===== src/design/dcc_pkg.sv =====
// Constants, register map and carrier types for the digital channel counter
package dcc_pkg;

   // Timebase
   localparam int unsigned CLK_HZ = 40_000_000;
   localparam int unsigned GATE_MIN_MS = 10;
   localparam int unsigned GATE_10MS_CYC = CLK_HZ / 1000 * GATE_MIN_MS;

   // Counter width and wrap
   localparam int unsigned COUNT_W_DEF = 24;

   // Register byte offsets
   localparam logic [11:0] MODE_OFS = 12'h000;
   localparam logic [11:0] CMD_OFS = 12'h004;
   localparam logic [11:0] RESULT_OFS = 12'h008;
   localparam logic [11:0] STATUS_OFS = 12'h00C;

   // Command register bits (write one to act)
   localparam int unsigned CMD_TRIG_BIT = 0;
   localparam int unsigned CMD_ZERO_BIT = 1;
   localparam int unsigned CMD_HALT_BIT = 2;
   localparam int unsigned CMD_ARM_BIT = 3;

   // Status register bit positions
   localparam int unsigned ST_VALID_BIT = 0;
   localparam int unsigned ST_ERR_LSB = 1;
   localparam int unsigned ST_LEVEL_BIT = 3;
   localparam int unsigned ST_RUN_BIT = 4;
   localparam int unsigned ST_ARMED_BIT = 5;
   localparam int unsigned ST_OUT_BIT = 6;
   localparam int unsigned ST_OE_BIT = 7;
   localparam int unsigned ST_BUSY_BIT = 8;

   // Error codes
   localparam logic [1:0] ERR_NONE = 2'h0;
   localparam logic [1:0] ERR_NOT_MEASURED = 2'h1;
   localparam logic [1:0] ERR_UNKNOWN_MODE = 2'h2;

   // Mode codes, three digits held as hex nibbles
   localparam logic [11:0] MODE_SKIP = 12'h000;
   localparam logic [11:0] MODE_STATUS = 12'h700;
   localparam logic [7:0] GRP_TOTAL = 8'h74;
   localparam logic [7:0] GRP_INCR = 8'h75;
   localparam logic [7:0] GRP_CAPT = 8'h76;
   localparam logic [7:0] GRP_SWITCH = 8'h80;
   localparam logic [7:0] GRP_FREQ = 8'h90;
   localparam logic [7:0] GRP_PERIOD = 8'h91;
   localparam logic [7:0] GRP_ONESHOT = 8'h92;

   // Reset values
   localparam logic [11:0] MODE_RST = 12'h000;
   localparam logic OUT_RST = 1'b1;

   // Switch pod digital channel range
   localparam int unsigned CHAN_IO_FIRST = 29;
   localparam int unsigned CHAN_IO_LAST = 32;
   localparam int unsigned CHAN_MAX = 32;

   // APB request from the master
   typedef struct packed {
      logic psel;
      logic penable;
      logic pwrite;
      logic [11:0] paddr;
      logic [31:0] pwdata;
   } apb_req_t;

   // APB answer to the master
   typedef struct packed {
      logic [31:0] prdata;
      logic pready;
      logic pslverr;
   } apb_rsp_t;

endpackage


===== src/design/dcc_channel.sv =====
// Digital channel counter, timer and switch output with APB registers
//
// Design decisions made here: the register offsets and the APB register port.
`timescale 1ns/100ps
module dcc_channel #(
   parameter int unsigned CHAN_NUM = 29,
   parameter bit SWITCH_POD = 1'b0,
   parameter int unsigned GATE_BASE_CYC = dcc_pkg::GATE_10MS_CYC,
   parameter int unsigned COUNT_W = dcc_pkg::COUNT_W_DEF
) (
   input wire logic core_clk,
   input wire logic rstn,
   input wire dcc_pkg::apb_req_t apb_req,
   output dcc_pkg::apb_rsp_t apb_rsp,
   input wire logic chan_in,
   output logic chan_out,
   output logic chan_oe
);
   import dcc_pkg::*;

   // Refuse parameter values the logic cannot serve
   if (CHAN_NUM < 1 || CHAN_NUM > CHAN_MAX || COUNT_W < 1 || COUNT_W > 32
       || GATE_BASE_CYC < 1 || GATE_BASE_CYC > 4_000_000) begin : g_bad
      $error("dcc_channel: parameter out of range");
   end

   // Digital I/O allowed on this channel
   localparam bit IO_OK = !SWITCH_POD ||
      (CHAN_NUM >= CHAN_IO_FIRST && CHAN_NUM <= CHAN_IO_LAST);

   // Measurement sequencer states
   typedef enum logic [1:0] {
      M_IDLE,
      M_WAIT,
      M_RUN
   } meas_state_t;

   // Mode code accepted by this pod and channel
   function automatic logic mode_ok(input logic [11:0] m);
      logic ok;
      ok = 1'b0;
      if (m == MODE_SKIP) begin
         ok = 1'b1;
      end else if (!IO_OK) begin
         ok = 1'b0;
      end else if (m == MODE_STATUS) begin
         ok = 1'b1;
      end else if (m[11:4] == GRP_CAPT) begin
         ok = (m[3:0] <= 4'h2);
      end else if (m[11:4] == GRP_SWITCH) begin
         ok = (m[3:0] <= 4'h1);
      end else if (!SWITCH_POD) begin
         // Totalize, increment and timing exist only on the digital pod
         unique case (m[11:4])
            GRP_TOTAL, GRP_INCR: ok = (m[3:0] <= 4'h2);
            GRP_FREQ, GRP_PERIOD: ok = (m[3:0] <= 4'h3);
            GRP_ONESHOT: ok = (m[3:0] <= 4'h1);
            default: ok = 1'b0;
         endcase
      end
      return ok;
   endfunction

   // Edge selected by last digit: 0 falling, 1 rising, 2 both
   function automatic logic edge_hit(input logic [3:0] sel, input logic r, input logic f);
      logic hit;
      unique case (sel)
         4'h0: hit = f;
         4'h1: hit = r;
         4'h2: hit = r | f;
         default: hit = 1'b0;
      endcase
      return hit;
   endfunction

   // Synchronised input and its edges
   logic lvl;
   logic rise;
   logic fall;

   dcc_in_sync u_sync (
      .core_clk(core_clk),
      .rstn(rstn),
      .chan_in(chan_in),
      .level(lvl),
      .rise(rise),
      .fall(fall)
   );

   // State registers
   logic [11:0] mode_q; // Channel mode code
   logic out_q; // Switch output level
   logic oe_q; // Switch output driven
   logic [COUNT_W-1:0] count_q; // Event counter
   logic run_q; // Counting running (totalize or increment)
   logic armed_q; // Capture armed
   logic [31:0] result_q; // Last result
   logic [1:0] err_q; // Error code of last result
   logic valid_q; // Result waiting to be read
   logic [31:0] prdata_q; // Read data snapshot
   meas_state_t meas_q; // Timing sequencer
   logic [31:0] cyc_q; // Cycle timer or gate countdown
   logic [31:0] n_q; // Period or frequency edge count
   logic done_q; // Timing result ready pulse
   logic [31:0] done_val_q; // Timing result value

   // APB decode
   logic setup;
   logic access;
   logic mapped;
   logic mode_wr;
   logic cmd_wr;
   logic trig;
   logic zero_cmd;
   logic halt_cmd;
   logic arm_cmd;
   logic result_rd;
   logic [11:0] new_mode;
   logic [7:0] grp;
   logic [3:0] sub;
   logic ok;
   logic hit;

   assign setup = apb_req.psel & ~apb_req.penable;
   assign access = apb_req.psel & apb_req.penable;
   assign mapped = (apb_req.paddr == MODE_OFS) || (apb_req.paddr == CMD_OFS)
      || (apb_req.paddr == RESULT_OFS) || (apb_req.paddr == STATUS_OFS);
   assign mode_wr = access & apb_req.pwrite & (apb_req.paddr == MODE_OFS);
   assign cmd_wr = access & apb_req.pwrite & (apb_req.paddr == CMD_OFS);
   assign trig = cmd_wr & apb_req.pwdata[CMD_TRIG_BIT];
   assign zero_cmd = cmd_wr & apb_req.pwdata[CMD_ZERO_BIT];
   assign halt_cmd = cmd_wr & apb_req.pwdata[CMD_HALT_BIT];
   assign arm_cmd = cmd_wr & apb_req.pwdata[CMD_ARM_BIT];
   assign result_rd = access & ~apb_req.pwrite & (apb_req.paddr == RESULT_OFS);
   assign new_mode = apb_req.pwdata[11:0];
   assign grp = mode_q[11:4];
   assign sub = mode_q[3:0];
   assign ok = mode_ok(mode_q);
   assign hit = edge_hit(sub, rise, fall);

   // Zero-wait slave; unmapped address answers with an error
   assign apb_rsp.pready = 1'b1;
   assign apb_rsp.pslverr = access & ~mapped;
   assign apb_rsp.prdata = prdata_q;

   // Read data captured in the setup cycle
   always_ff @(posedge core_clk) begin
      if (!rstn) begin
         prdata_q <= 32'h0000_0000;
      end else if (setup && !apb_req.pwrite) begin
         unique case (apb_req.paddr)
            MODE_OFS: prdata_q <= {20'h0_0000, mode_q};
            RESULT_OFS: prdata_q <= result_q;
            STATUS_OFS: begin
               prdata_q <= 32'h0000_0000;
               prdata_q[ST_VALID_BIT] <= valid_q;
               prdata_q[ST_ERR_LSB +: 2] <= err_q;
               prdata_q[ST_LEVEL_BIT] <= lvl;
               prdata_q[ST_RUN_BIT] <= run_q;
               prdata_q[ST_ARMED_BIT] <= armed_q;
               prdata_q[ST_OUT_BIT] <= out_q;
               prdata_q[ST_OE_BIT] <= oe_q;
               prdata_q[ST_BUSY_BIT] <= (meas_q != M_IDLE);
            end
            default: prdata_q <= 32'h0000_0000; // Command and unmapped read zero
         endcase
      end
   end

   // Channel mode register
   always_ff @(posedge core_clk) begin
      if (!rstn) begin
         mode_q <= MODE_RST;
      end else if (mode_wr) begin
         mode_q <= new_mode; // Stored as given; checked at measure time
      end
   end

   // Switch output follows the mode write at once
   always_ff @(posedge core_clk) begin
      if (!rstn) begin
         out_q <= OUT_RST;
         oe_q <= 1'b0;
      end else if (mode_wr) begin
         if (mode_ok(new_mode) && new_mode[11:4] == GRP_SWITCH) begin
            out_q <= (new_mode[3:0] == 4'h0);
            oe_q <= 1'b1;
         end else begin
            oe_q <= 1'b0; // Released when channel leaves switch mode
         end
      end
   end

   assign chan_out = out_q;
   assign chan_oe = oe_q;

   // Event counter, run and capture arm
   always_ff @(posedge core_clk) begin
      if (!rstn) begin
         count_q <= '0;
         run_q <= 1'b0;
         armed_q <= 1'b0;
      end else if (zero_cmd) begin
         count_q <= '0;
         run_q <= 1'b0; // Waits for next trigger
      end else if (mode_wr) begin
         count_q <= '0;
         armed_q <= 1'b0; // Mode write never arms capture
         // Totalize run carries into totalize or increment
         if ((new_mode[11:4] == GRP_TOTAL || new_mode[11:4] == GRP_INCR)
             && mode_ok(new_mode)) begin
            run_q <= run_q & (grp == GRP_TOTAL) & ok;
         end else begin
            run_q <= 1'b0;
         end
      end else if (halt_cmd) begin
         run_q <= 1'b0;
         armed_q <= 1'b0;
      end else if (trig && ok && grp == GRP_TOTAL) begin
         run_q <= 1'b1; // Keeps total, no clear
         if (run_q && hit) begin
            count_q <= count_q + COUNT_W'(1);
         end
      end else if (trig && ok && grp == GRP_INCR) begin
         run_q <= 1'b1;
         count_q <= hit ? COUNT_W'(1) : '0; // Fresh count
      end else if (arm_cmd && ok && grp == GRP_CAPT) begin
         armed_q <= 1'b1;
         count_q <= '0;
      end else if (hit && ok && ((run_q && (grp == GRP_TOTAL || grp == GRP_INCR))
                   || (armed_q && grp == GRP_CAPT))) begin
         count_q <= count_q + COUNT_W'(1); // Wraps silently
      end
   end

   // Gate length for frequency mode
   function automatic logic [31:0] gate_cycles(input logic [3:0] s);
      logic [31:0] g;
      g = 32'(GATE_BASE_CYC);
      unique case (s)
         4'h0: g = 32'(GATE_BASE_CYC);
         4'h1: g = 32'(GATE_BASE_CYC) * 32'd10;
         4'h2: g = 32'(GATE_BASE_CYC) * 32'd100;
         4'h3: g = 32'(GATE_BASE_CYC) * 32'd1000;
         default: g = 32'(GATE_BASE_CYC);
      endcase
      return g;
   endfunction

   // Period count for multi-period mode
   function automatic logic [31:0] period_target(input logic [3:0] s);
      logic [31:0] t;
      unique case (s)
         4'h0: t = 32'd1;
         4'h1: t = 32'd10;
         4'h2: t = 32'd100;
         4'h3: t = 32'd1000;
         default: t = 32'd1;
      endcase
      return t;
   endfunction

   // Start and stop edges for the timing modes
   logic start_edge;
   logic stop_edge;
   assign start_edge = (grp == GRP_PERIOD) ? fall
      : (sub == 4'h0 ? fall : rise);
   assign stop_edge = (sub == 4'h0) ? rise : fall;

   // Frequency, multi-period and one-shot sequencer
   always_ff @(posedge core_clk) begin
      if (!rstn) begin
         meas_q <= M_IDLE;
         cyc_q <= 32'h0000_0000;
         n_q <= 32'h0000_0000;
         done_q <= 1'b0;
         done_val_q <= 32'h0000_0000;
      end else begin
         done_q <= 1'b0;
         if (mode_wr || halt_cmd) begin
            meas_q <= M_IDLE; // Abort on mode change or halt
         end else begin
            unique case (meas_q)
               M_IDLE: begin
                  if (trig && ok && grp == GRP_FREQ) begin
                     meas_q <= M_RUN;
                     cyc_q <= gate_cycles(sub) - 32'd1;
                     n_q <= 32'h0000_0000;
                  end else if (trig && ok && (grp == GRP_PERIOD || grp == GRP_ONESHOT)) begin
                     meas_q <= M_WAIT;
                  end
               end
               M_WAIT: begin
                  if (start_edge) begin
                     meas_q <= M_RUN;
                     cyc_q <= 32'h0000_0000;
                     n_q <= 32'h0000_0000;
                  end
               end
               M_RUN: begin
                  if (grp == GRP_FREQ) begin
                     // Count rising edges until the gate closes
                     n_q <= n_q + {31'h0000_0000, rise};
                     cyc_q <= cyc_q - 32'd1;
                     if (cyc_q == 32'h0000_0000) begin
                        meas_q <= M_IDLE;
                        done_q <= 1'b1;
                        done_val_q <= n_q + {31'h0000_0000, rise};
                     end
                  end else if (grp == GRP_PERIOD) begin
                     // Time until the selected number of falling edges
                     cyc_q <= cyc_q + 32'd1;
                     if (fall) begin
                        n_q <= n_q + 32'd1;
                        if (n_q + 32'd1 == period_target(sub)) begin
                           meas_q <= M_IDLE;
                           done_q <= 1'b1;
                           done_val_q <= cyc_q + 32'd1;
                        end
                     end
                  end else begin
                     // Pulse width until the stop edge
                     cyc_q <= cyc_q + 32'd1;
                     if (stop_edge) begin
                        meas_q <= M_IDLE;
                        done_q <= 1'b1;
                        done_val_q <= cyc_q + 32'd1;
                     end
                  end
               end
            endcase
         end
      end
   end

   // Result produced by a trigger or a finished timing measurement, combinational
   logic res_set;
   logic [31:0] res_val;
   logic [1:0] res_err;

   always_comb begin
      res_set = 1'b0;
      res_val = 32'h0000_0000;
      res_err = ERR_NONE;
      if (done_q) begin
         res_set = 1'b1;
         res_val = done_val_q;
      end else if (trig) begin
         if (mode_q == MODE_SKIP) begin
            res_set = 1'b1;
            res_err = ERR_NOT_MEASURED;
         end else if (!ok) begin
            res_set = 1'b1;
            res_err = ERR_UNKNOWN_MODE;
         end else if (mode_q == MODE_STATUS) begin
            res_set = 1'b1;
            res_val = {31'h0000_0000, lvl};
         end else if (grp == GRP_INCR) begin
            res_set = run_q; // Count goes to host only while running
            res_val = 32'(count_q);
         end else if (grp == GRP_TOTAL || grp == GRP_CAPT) begin
            res_set = 1'b1;
            res_val = 32'(count_q);
         end else if (grp == GRP_SWITCH) begin
            res_set = 1'b1;
            res_val = {31'h0000_0000, out_q};
         end
      end
   end

   // Result register; a new result wins over the read that clears valid
   always_ff @(posedge core_clk) begin
      if (!rstn) begin
         result_q <= 32'h0000_0000;
         err_q <= ERR_NONE;
         valid_q <= 1'b0;
      end else if (res_set) begin
         result_q <= res_val;
         err_q <= res_err;
         valid_q <= 1'b1;
      end else if (result_rd) begin
         valid_q <= 1'b0;
      end
   end
endmodule


===== src/design/dcc_in_sync.sv =====
// Input synchroniser and edge detector for one channel input
`timescale 1ns/100ps
module dcc_in_sync (
   input wire logic core_clk,
   input wire logic rstn,
   input wire logic chan_in,
   output logic level,
   output logic rise,
   output logic fall
);
   logic meta_q; // First stage, read only by sync_q
   logic sync_q; // Second stage, safe level
   logic last_q; // Previous safe level

   // Two-stage synchroniser plus history flop
   always_ff @(posedge core_clk) begin
      if (!rstn) begin
         meta_q <= 1'b0;
         sync_q <= 1'b0;
         last_q <= 1'b0;
      end else begin
         meta_q <= chan_in;
         sync_q <= meta_q;
         last_q <= sync_q;
      end
   end

   // One-cycle edge pulses from synchronised level
   assign level = sync_q;
   assign rise = sync_q & ~last_q;
   assign fall = ~sync_q & last_q;
endmodule


===== config.mk =====
export PLATFORM = sky130hd
export DESIGN_NAME = dcc_channel
export DESIGN_NICKNAME = d
export VERILOG_FILES = /design/src/design/dcc_pkg.sv /design/src/design/dcc_channel.sv /design/src/design/dcc_in_sync.sv
export SDC_FILE = /design/constraint.sdc
export NUM_CORES = 1
export LEC_CHECK = 0
export BUFFER_PORTS_ARGS = -buffer_cell sky130_fd_sc_hd__clkbuf_2
export CAP_MARGIN = 0
export CELL_PAD_IN_SITES_DETAIL_PLACEMENT = 1
export CELL_PAD_IN_SITES_GLOBAL_PLACEMENT = 2
export CORE_MARGIN = 8
export CORE_UTILIZATION = 39
export DETAILED_ROUTE_END_ITERATION = 16
export GPL_TIMING_DRIVEN = 0
export PLACE_DENSITY_LB_ADDON = 0.1
export SLEW_MARGIN = 25
export SYNTH_ARGS = -nofsm -noshare
export SYNTH_HDL_FRONTEND = slang
export SYNTH_HIERARCHICAL = 1
export SYNTH_SLANG_ARGS = --single-unit
export TNS_END_PERCENT = 10

===== constraint.sdc =====
create_clock -name core_clk -period 4.69 [get_ports core_clk]
set_clock_uncertainty 0.05 [all_clocks]
set_input_delay 1.1725 -clock core_clk [delete_from_list [all_inputs] [get_ports core_clk]]
set_output_delay 1.1725 -clock core_clk [all_outputs]
set_load 0.03 [all_outputs]

* After elaboration in Yosys (flattened, before gate mapping) *
Index checks and enable logic that the tools add are counted.

storage, ports and cells
  input bits = 50
  flip-flop bits (word level) = 209

cells by class
  equality and inequality tests = 40
  reduce and logical (&&, ||, !) cells = 53
  muxes and demuxes = 101
  $add $sub $neg = 6
  bitwise gates (word level) = 27
  magnitude comparators = 6

operators with widths
  kind                                                                   number
  32-bit two-way mux                                                     24
  32-bit one-hot mux with 3 select lines                                 3
  24-bit two-way mux                                                     11
  29-bit one-hot mux with 3 select lines                                 1
  32-bit by 1-bit adder with 32-bit output, second input constant        2
  8-bit == test, second input constant                                   8
  32-bit by 1-bit subtractor with 32-bit output, second input constant   2
  8-bit by 7-bit == test with 1-bit output, second input constant        6
  1-bit two-way mux                                                      44
  12-bit zero test                                                       3
  32-bit by 1-bit adder with 32-bit output                               1
  32-bit == test                                                         1
  32-bit zero test                                                       1
  10-bit one-hot mux with 3 select lines                                 1
  2-bit two-way mux                                                      13
  24-bit by 1-bit adder with 24-bit output, second input constant        1
  12-bit by 11-bit == test with 1-bit output, second input constant      2
  12-bit by 4-bit == test with 1-bit output, second input constant       2
  3-bit inequality test, second input constant                           6
  1-bit AND                                                              16
  4-bit by 2-bit <= comparator with 1-bit output, second input constant  4
  1-bit logical AND                                                      15
  12-bit by 3-bit == test with 1-bit output, second input constant       1
  4-bit inequality test, second input constant                           3
  other kinds (27)                                                       62

* Depth between registers and ports, before layout *
  depth after elaboration = 16
  gate-level depth with buffers = 12
  gate-level depth less buffers = 10

* Cells and area by module *
The synthesis kept the hierarchy.

by module, submodules not included
  module       area an instance (um^2)  times used  cells each
  dcc_channel  13,047.5                 1           1,752
  dcc_in_sync  91.3                     1           8

* Worst setup path after synthesis *
OpenSTA, ideal clock, no wires.

  path kind = in2reg
  start point = input apb_req[37] (netlist name)
  end point = register n_q[28]
  slack = 1.196 ns
  data arrival time = 3.374 ns
  cell stages on the path = 9
  setup time = 0.070 ns
  data required time = 4.570 ns
  cells stage by stage = nor4_1 -> nand4_1 -> clkbuf_1 -> nor3_1 -> o311a_1 -> o211ai_2 -> or4_1 -> or3_1 -> a21oi_1

on the way
  longest elaborated chain between the ends = 7
  elaborated cells on any way between the ends = 12
  classes of those cells = eq/ne (2); bitwise (5); reduce/logical (5)

ends and longest elaborated chain
  what                                       line                text
  from (decl)                                dcc_channel.sv:13   input wire dcc_pkg::apb_req_t apb_req,
  12-bit by 3-bit == test with 1-bit output  dcc_channel.sv:129  assign cmd_wr = access & apb_req.pwrite & (apb_req.paddr == CMD_OFS);
  1-bit AND                                  dcc_channel.sv:129
  1-bit AND                                  dcc_channel.sv:130  assign trig = cmd_wr & apb_req.pwdata[CMD_TRIG_BIT];
  1-bit logical AND (2 in a row)             dcc_channel.sv:285  if (trig && ok && grp == GRP_FREQ) begin
  2-bit inequality test (no source line)     --
  5-bit AND reduction (no source line) (*)   --
  to (signal assigned)                       dcc_channel.sv:303  n_q <= n_q + {31'h0000_0000, rise};
  to (signal assigned)                       dcc_channel.sv:314  n_q <= n_q + 32'd1;
  to (decl)                                  dcc_channel.sv:103  logic [31:0] n_q;

Every way passes the cells marked *; elsewhere a longest branch is shown, timed or not.
A chain may end at the register's enable or synchronous reset.

* Final worst setup path *
  start point = input apb_req[37] (netlist name)
  end point = register cyc_q[20]

on the way
  longest elaborated chain between the ends = 7
  elaborated cells on any way between the ends = 12
  classes of those cells = eq/ne (2); bitwise (5); reduce/logical (5)

ends and longest elaborated chain
  what                                       line                text
  12-bit by 3-bit == test with 1-bit output  dcc_channel.sv:129
  1-bit AND                                  dcc_channel.sv:129
  1-bit AND                                  dcc_channel.sv:130
  1-bit logical AND (2 in a row)             dcc_channel.sv:285
  2-bit inequality test (no source line)     --
  3-bit AND reduction (no source line) (*)   --
  to (signal assigned)                       dcc_channel.sv:287  cyc_q <= gate_cycles(sub) - 32'd1;
  to (signal assigned)                       dcc_channel.sv:304  cyc_q <= cyc_q - 32'd1;
  to (signal assigned)                       dcc_channel.sv:312  cyc_q <= cyc_q + 32'd1;
  to (decl)                                  dcc_channel.sv:102  logic [31:0] cyc_q;

Marks and branches as above.

==> flow_summary.json <==
{
  "status": "finished, final reports clean",
  "vias_per_cell": 6.262,
  "die_y_um": 199.5,
  "nNetsFinal": 1911,
  "core_area_mm2": 0.03336,
  "regArea_mm2": 0.004184,
  "clk_pin_slew_ns": 0.06,
  "critPathRequiredTime_ns": 5.12,
  "switching_share_pct": 23.48,
  "critPathKind": "in -> reg",
  "grt_pass1_wl_um": 91120,
  "p_clk_share_pct": 53.9,
  "rows": 67,
  "critPathMaxFanout": 10,
  "synth_area_mm2": 0.01314,
  "clock_latency_ns": 0.57,
  "grt_max_degree": 15,
  "gp_congestion": 0.9551,
  "post_drt_wl_per_cell_um": 25.85,
  "finalHoldViolCount": 0,
  "overflow": 0,
  "synth-edff-count": 0,
  "end_kind": "register",
  "min_period_ns": 4.464,
  "cp-start-kind": "primary input",
  "grt_use_total_pct": 29.85,
  "cp_top_family": "buffers and inverters",
  "vias": 14530,
  "path_common_cell": "clkbuf_1",
  "p_switching_mw": 0.9743,
  "combPwrFrac_pct": 3.2,
  "fp.dieW_um": 199.5,
  "worstMarginPinSlew_ns": 1.178,
  "ys.flop_type": "dfxtp_1",
  "cts_tree": "yes",
  "ys_seq_elements": 209,
  "htreeDepth": 1,
  "dpl_worst_slack_ns": -0.2691,
  "rsz0062_at_grt": "false",
  "dpl.hpwl_um": 44660,
  "grt_antenna_before_repair": 0,
  "cts_setup_buffers": 0,
  "syn_nets": 1820,
  "synth.avg_cell_area_um2": 7.465,
  "setup_violations": 0,
  "holdWs_ns": 0.3792,
  "hold_buffers": 0,
  "arrival_ns": 4.89,
  "internal_power_mw": 3.175,
  "ys_warn_count": 6,
  "place_inst": 2270,
  "cts_resized": 0,
  "num_io_pins": 86,
  "slowest_stage": "a21boi_1",
  "drc_errors": 0,
  "area_growth_pct": 13.99,
  "fin_ws_ns": 0.2259,
  "postLayoutCoreUtil_pct": 44.89,
  "cellPowerDensity_mw_per_mm2": 277.1,
  "final_cells": 2320,
  "path_cells": "clkbuf_2, nor4_1, nand4_1, clkbuf_1, nor3_1, o311ai_1, a21boi_1, clkbuf_1, buf_1, nand3_1, o31ai_1",
  "crit_buf_inv": 4,
  "drt_iter0_drc": 1266,
  "n_fill_cell": 4217,
  "drive_gt1_share_pct": 8.440,
  "grt_pass1_vias": 14610,
  "antenna_cells": 0,
  "initial_core_util_pct": 39.38,
  "slew-limit-headroom_pct": 21.46,
  "drtPass1Iterations": 5,
  "cap_violations": 0,
  "p_leak_nw": 5.306,
  "post-route-period-util_pct": 95.18,
  "wl_um": 59970,
  "maxSlewViolCount": 0,
  "multiInputGateArea_mm2": 0.008250,
  "cts_buffers": 27,
  "cts.sinks": 209,
  "clockBufferDepth": 3,
  "crit_path_max_incr_delay_ns": 0.65,
  "ant_nets": 0,
  "die_area_mm2": 0.03982,
  "max-vdd-ir-drop_mv": 0.2404,
  "pwr-share-seq_pct": 42.9,
  "yosysUniqueCellTypes": 86,
  "synthArstFlopShare_pct": 0,
  "synth_cells": 1760,
  "yosysSeqAreaShare_pct": 31.84,
  "min_path_type": "reg -> reg",
  "timing.fmax_mhz": 224.0,
  "io_buffers": 62,
  "cts-root-buf": "clkbuf_16"
}
==> stage by stage <==
step                      instance area [um^2]  TNS (ns)  total power [mW]
after floorplan                          13140         0             1.882
after global placement                   14010    -4.021             1.948
after detailed placement                 14030    -2.351             1.951
after CTS                                14980         0             4.191
after global routing                     14980         0             4.270
final                                    14980         0             4.150
==> layout by cell type, fill, tap and decap left out, drive strengths merged, types with 23 or more instances in the layout <==
master  count
a21oi      94
a221oi     25
a22oi      44
and2       24
buf        34
clkbuf    228
dfxtp     209
inv        23
mux2i      48
nand2     210
nand3      73
nand4      38
nor2      161
nor3      101
nor4       37
o211ai     34
o21ai      98
o31ai      35
or3        24
xnor2      40
xor2       31
==> power by group through the flow <==
stage | registers (mW) | logic [mW] | clock network, mW
floorplan | 1.82 | 0.0634 | 0
global placement | 1.82 | 0.129 | 0
detailed placement | 1.82 | 0.132 | 0
CTS | 1.78 | 0.132 | 2.28
global route | 1.78 | 0.141 | 2.35
finish | 1.78 | 0.134 | 2.24
==> cell usage after synthesis, types with 7 or more instances <==
cell type | instances | area share [%]
nor3_1 | 101 | 3.8
and4_1 | 15 | 1.0
nor2b_1 | 13 | 0.62
nand4_1 | 37 | 1.8
o21ai_0 | 93 | 3.5
buf_2 | 17 | 0.65
nand4b_1 | 7 | 0.47
or3_1 | 24 | 1.1
or2_2 | 10 | 0.48
or4_1 | 13 | 0.74
a311oi_1 | 8 | 0.53
nand3_1 | 73 | 2.8
clkbuf_1 | 126 | 3.6
mux2_2 | 7 | 0.60
and2_1 | 24 | 1.1
a21oi_1 | 93 | 3.5
o31ai_1 | 35 | 2.0
a31oi_1 | 18 | 0.86
buf_1 | 15 | 0.43
inv_1 | 21 | 0.60
nand2_1 | 210 | 6.0
xnor2_1 | 40 | 2.7
nor2_1 | 161 | 4.6
nor4_1 | 36 | 1.7
nand2b_1 | 10 | 0.48
xor2_1 | 31 | 2.1
o211ai_1 | 33 | 1.9
and3_1 | 20 | 0.95
a221oi_1 | 25 | 1.7
dfxtp_1 | 209 | 32
a22oi_1 | 44 | 2.5
ha_1 | 10 | 0.95
o22ai_1 | 9 | 0.43
mux2i_1 | 48 | 3.7
a211oi_1 | 13 | 0.74
==> flip-flops by register name, indices dropped and copies added (netlist names), 2 cells and up <==
signal and count:
cyc_q 32, err_q 2, mode_q 12, count_q 24
done_val_q 32, prdata_q 32, result_q 32, n_q 32
meas_q 2
==> area by class of cell <==
type | instances | area share [%]
Inverter | 23 | 0.5764
Sequential cell | 209 | 27.94
Timing Repair Buffer | 62 | 2.072
Clock inverter | 10 | 1.170
Buffer | 160 | 4.244
Multi-Input combinational cell | 1368 | 55.09
Clock buffer | 40 | 5.171
Tap cell | 448 | 3.743
==> cell families after synthesis <==
family          after synthesis  share of synthesized area [%]
compound gates              451                          23.05
buf+inv                     183                          5.476
xor+xnor                     72                          4.914
simple gates                777                          29.33
fa+ha+maj                    12                          1.105
other cells                   1                        0.02854
mux                          55                          4.257
flops                       209                          31.84
==> per-layer routing <==
metal,GRT usage [%],vias to the layer above,wire length (um)
met4,14.28,0,2938
met5,0,-,0
met2,48.54,490,27350
li1,-,6685,-
met1,38.15,7218,25890
met3,4.800,134,3791
==> worst paths after layout <==
check | cells after the start | start | slack [ns] | end
worst max-delay path | 11 | apb_req[37] | 0.23 | cyc_q[20]
worst min-delay path | 1 | u_sync/meta_q | 0.38 | u_sync/level
worst max register to register | 9 | mode_q[9] | 0.36 | n_q[23]
worst min register to register | 1 | u_sync/meta_q | 0.38 | u_sync/level
Power figures use the tool's default switching activity.
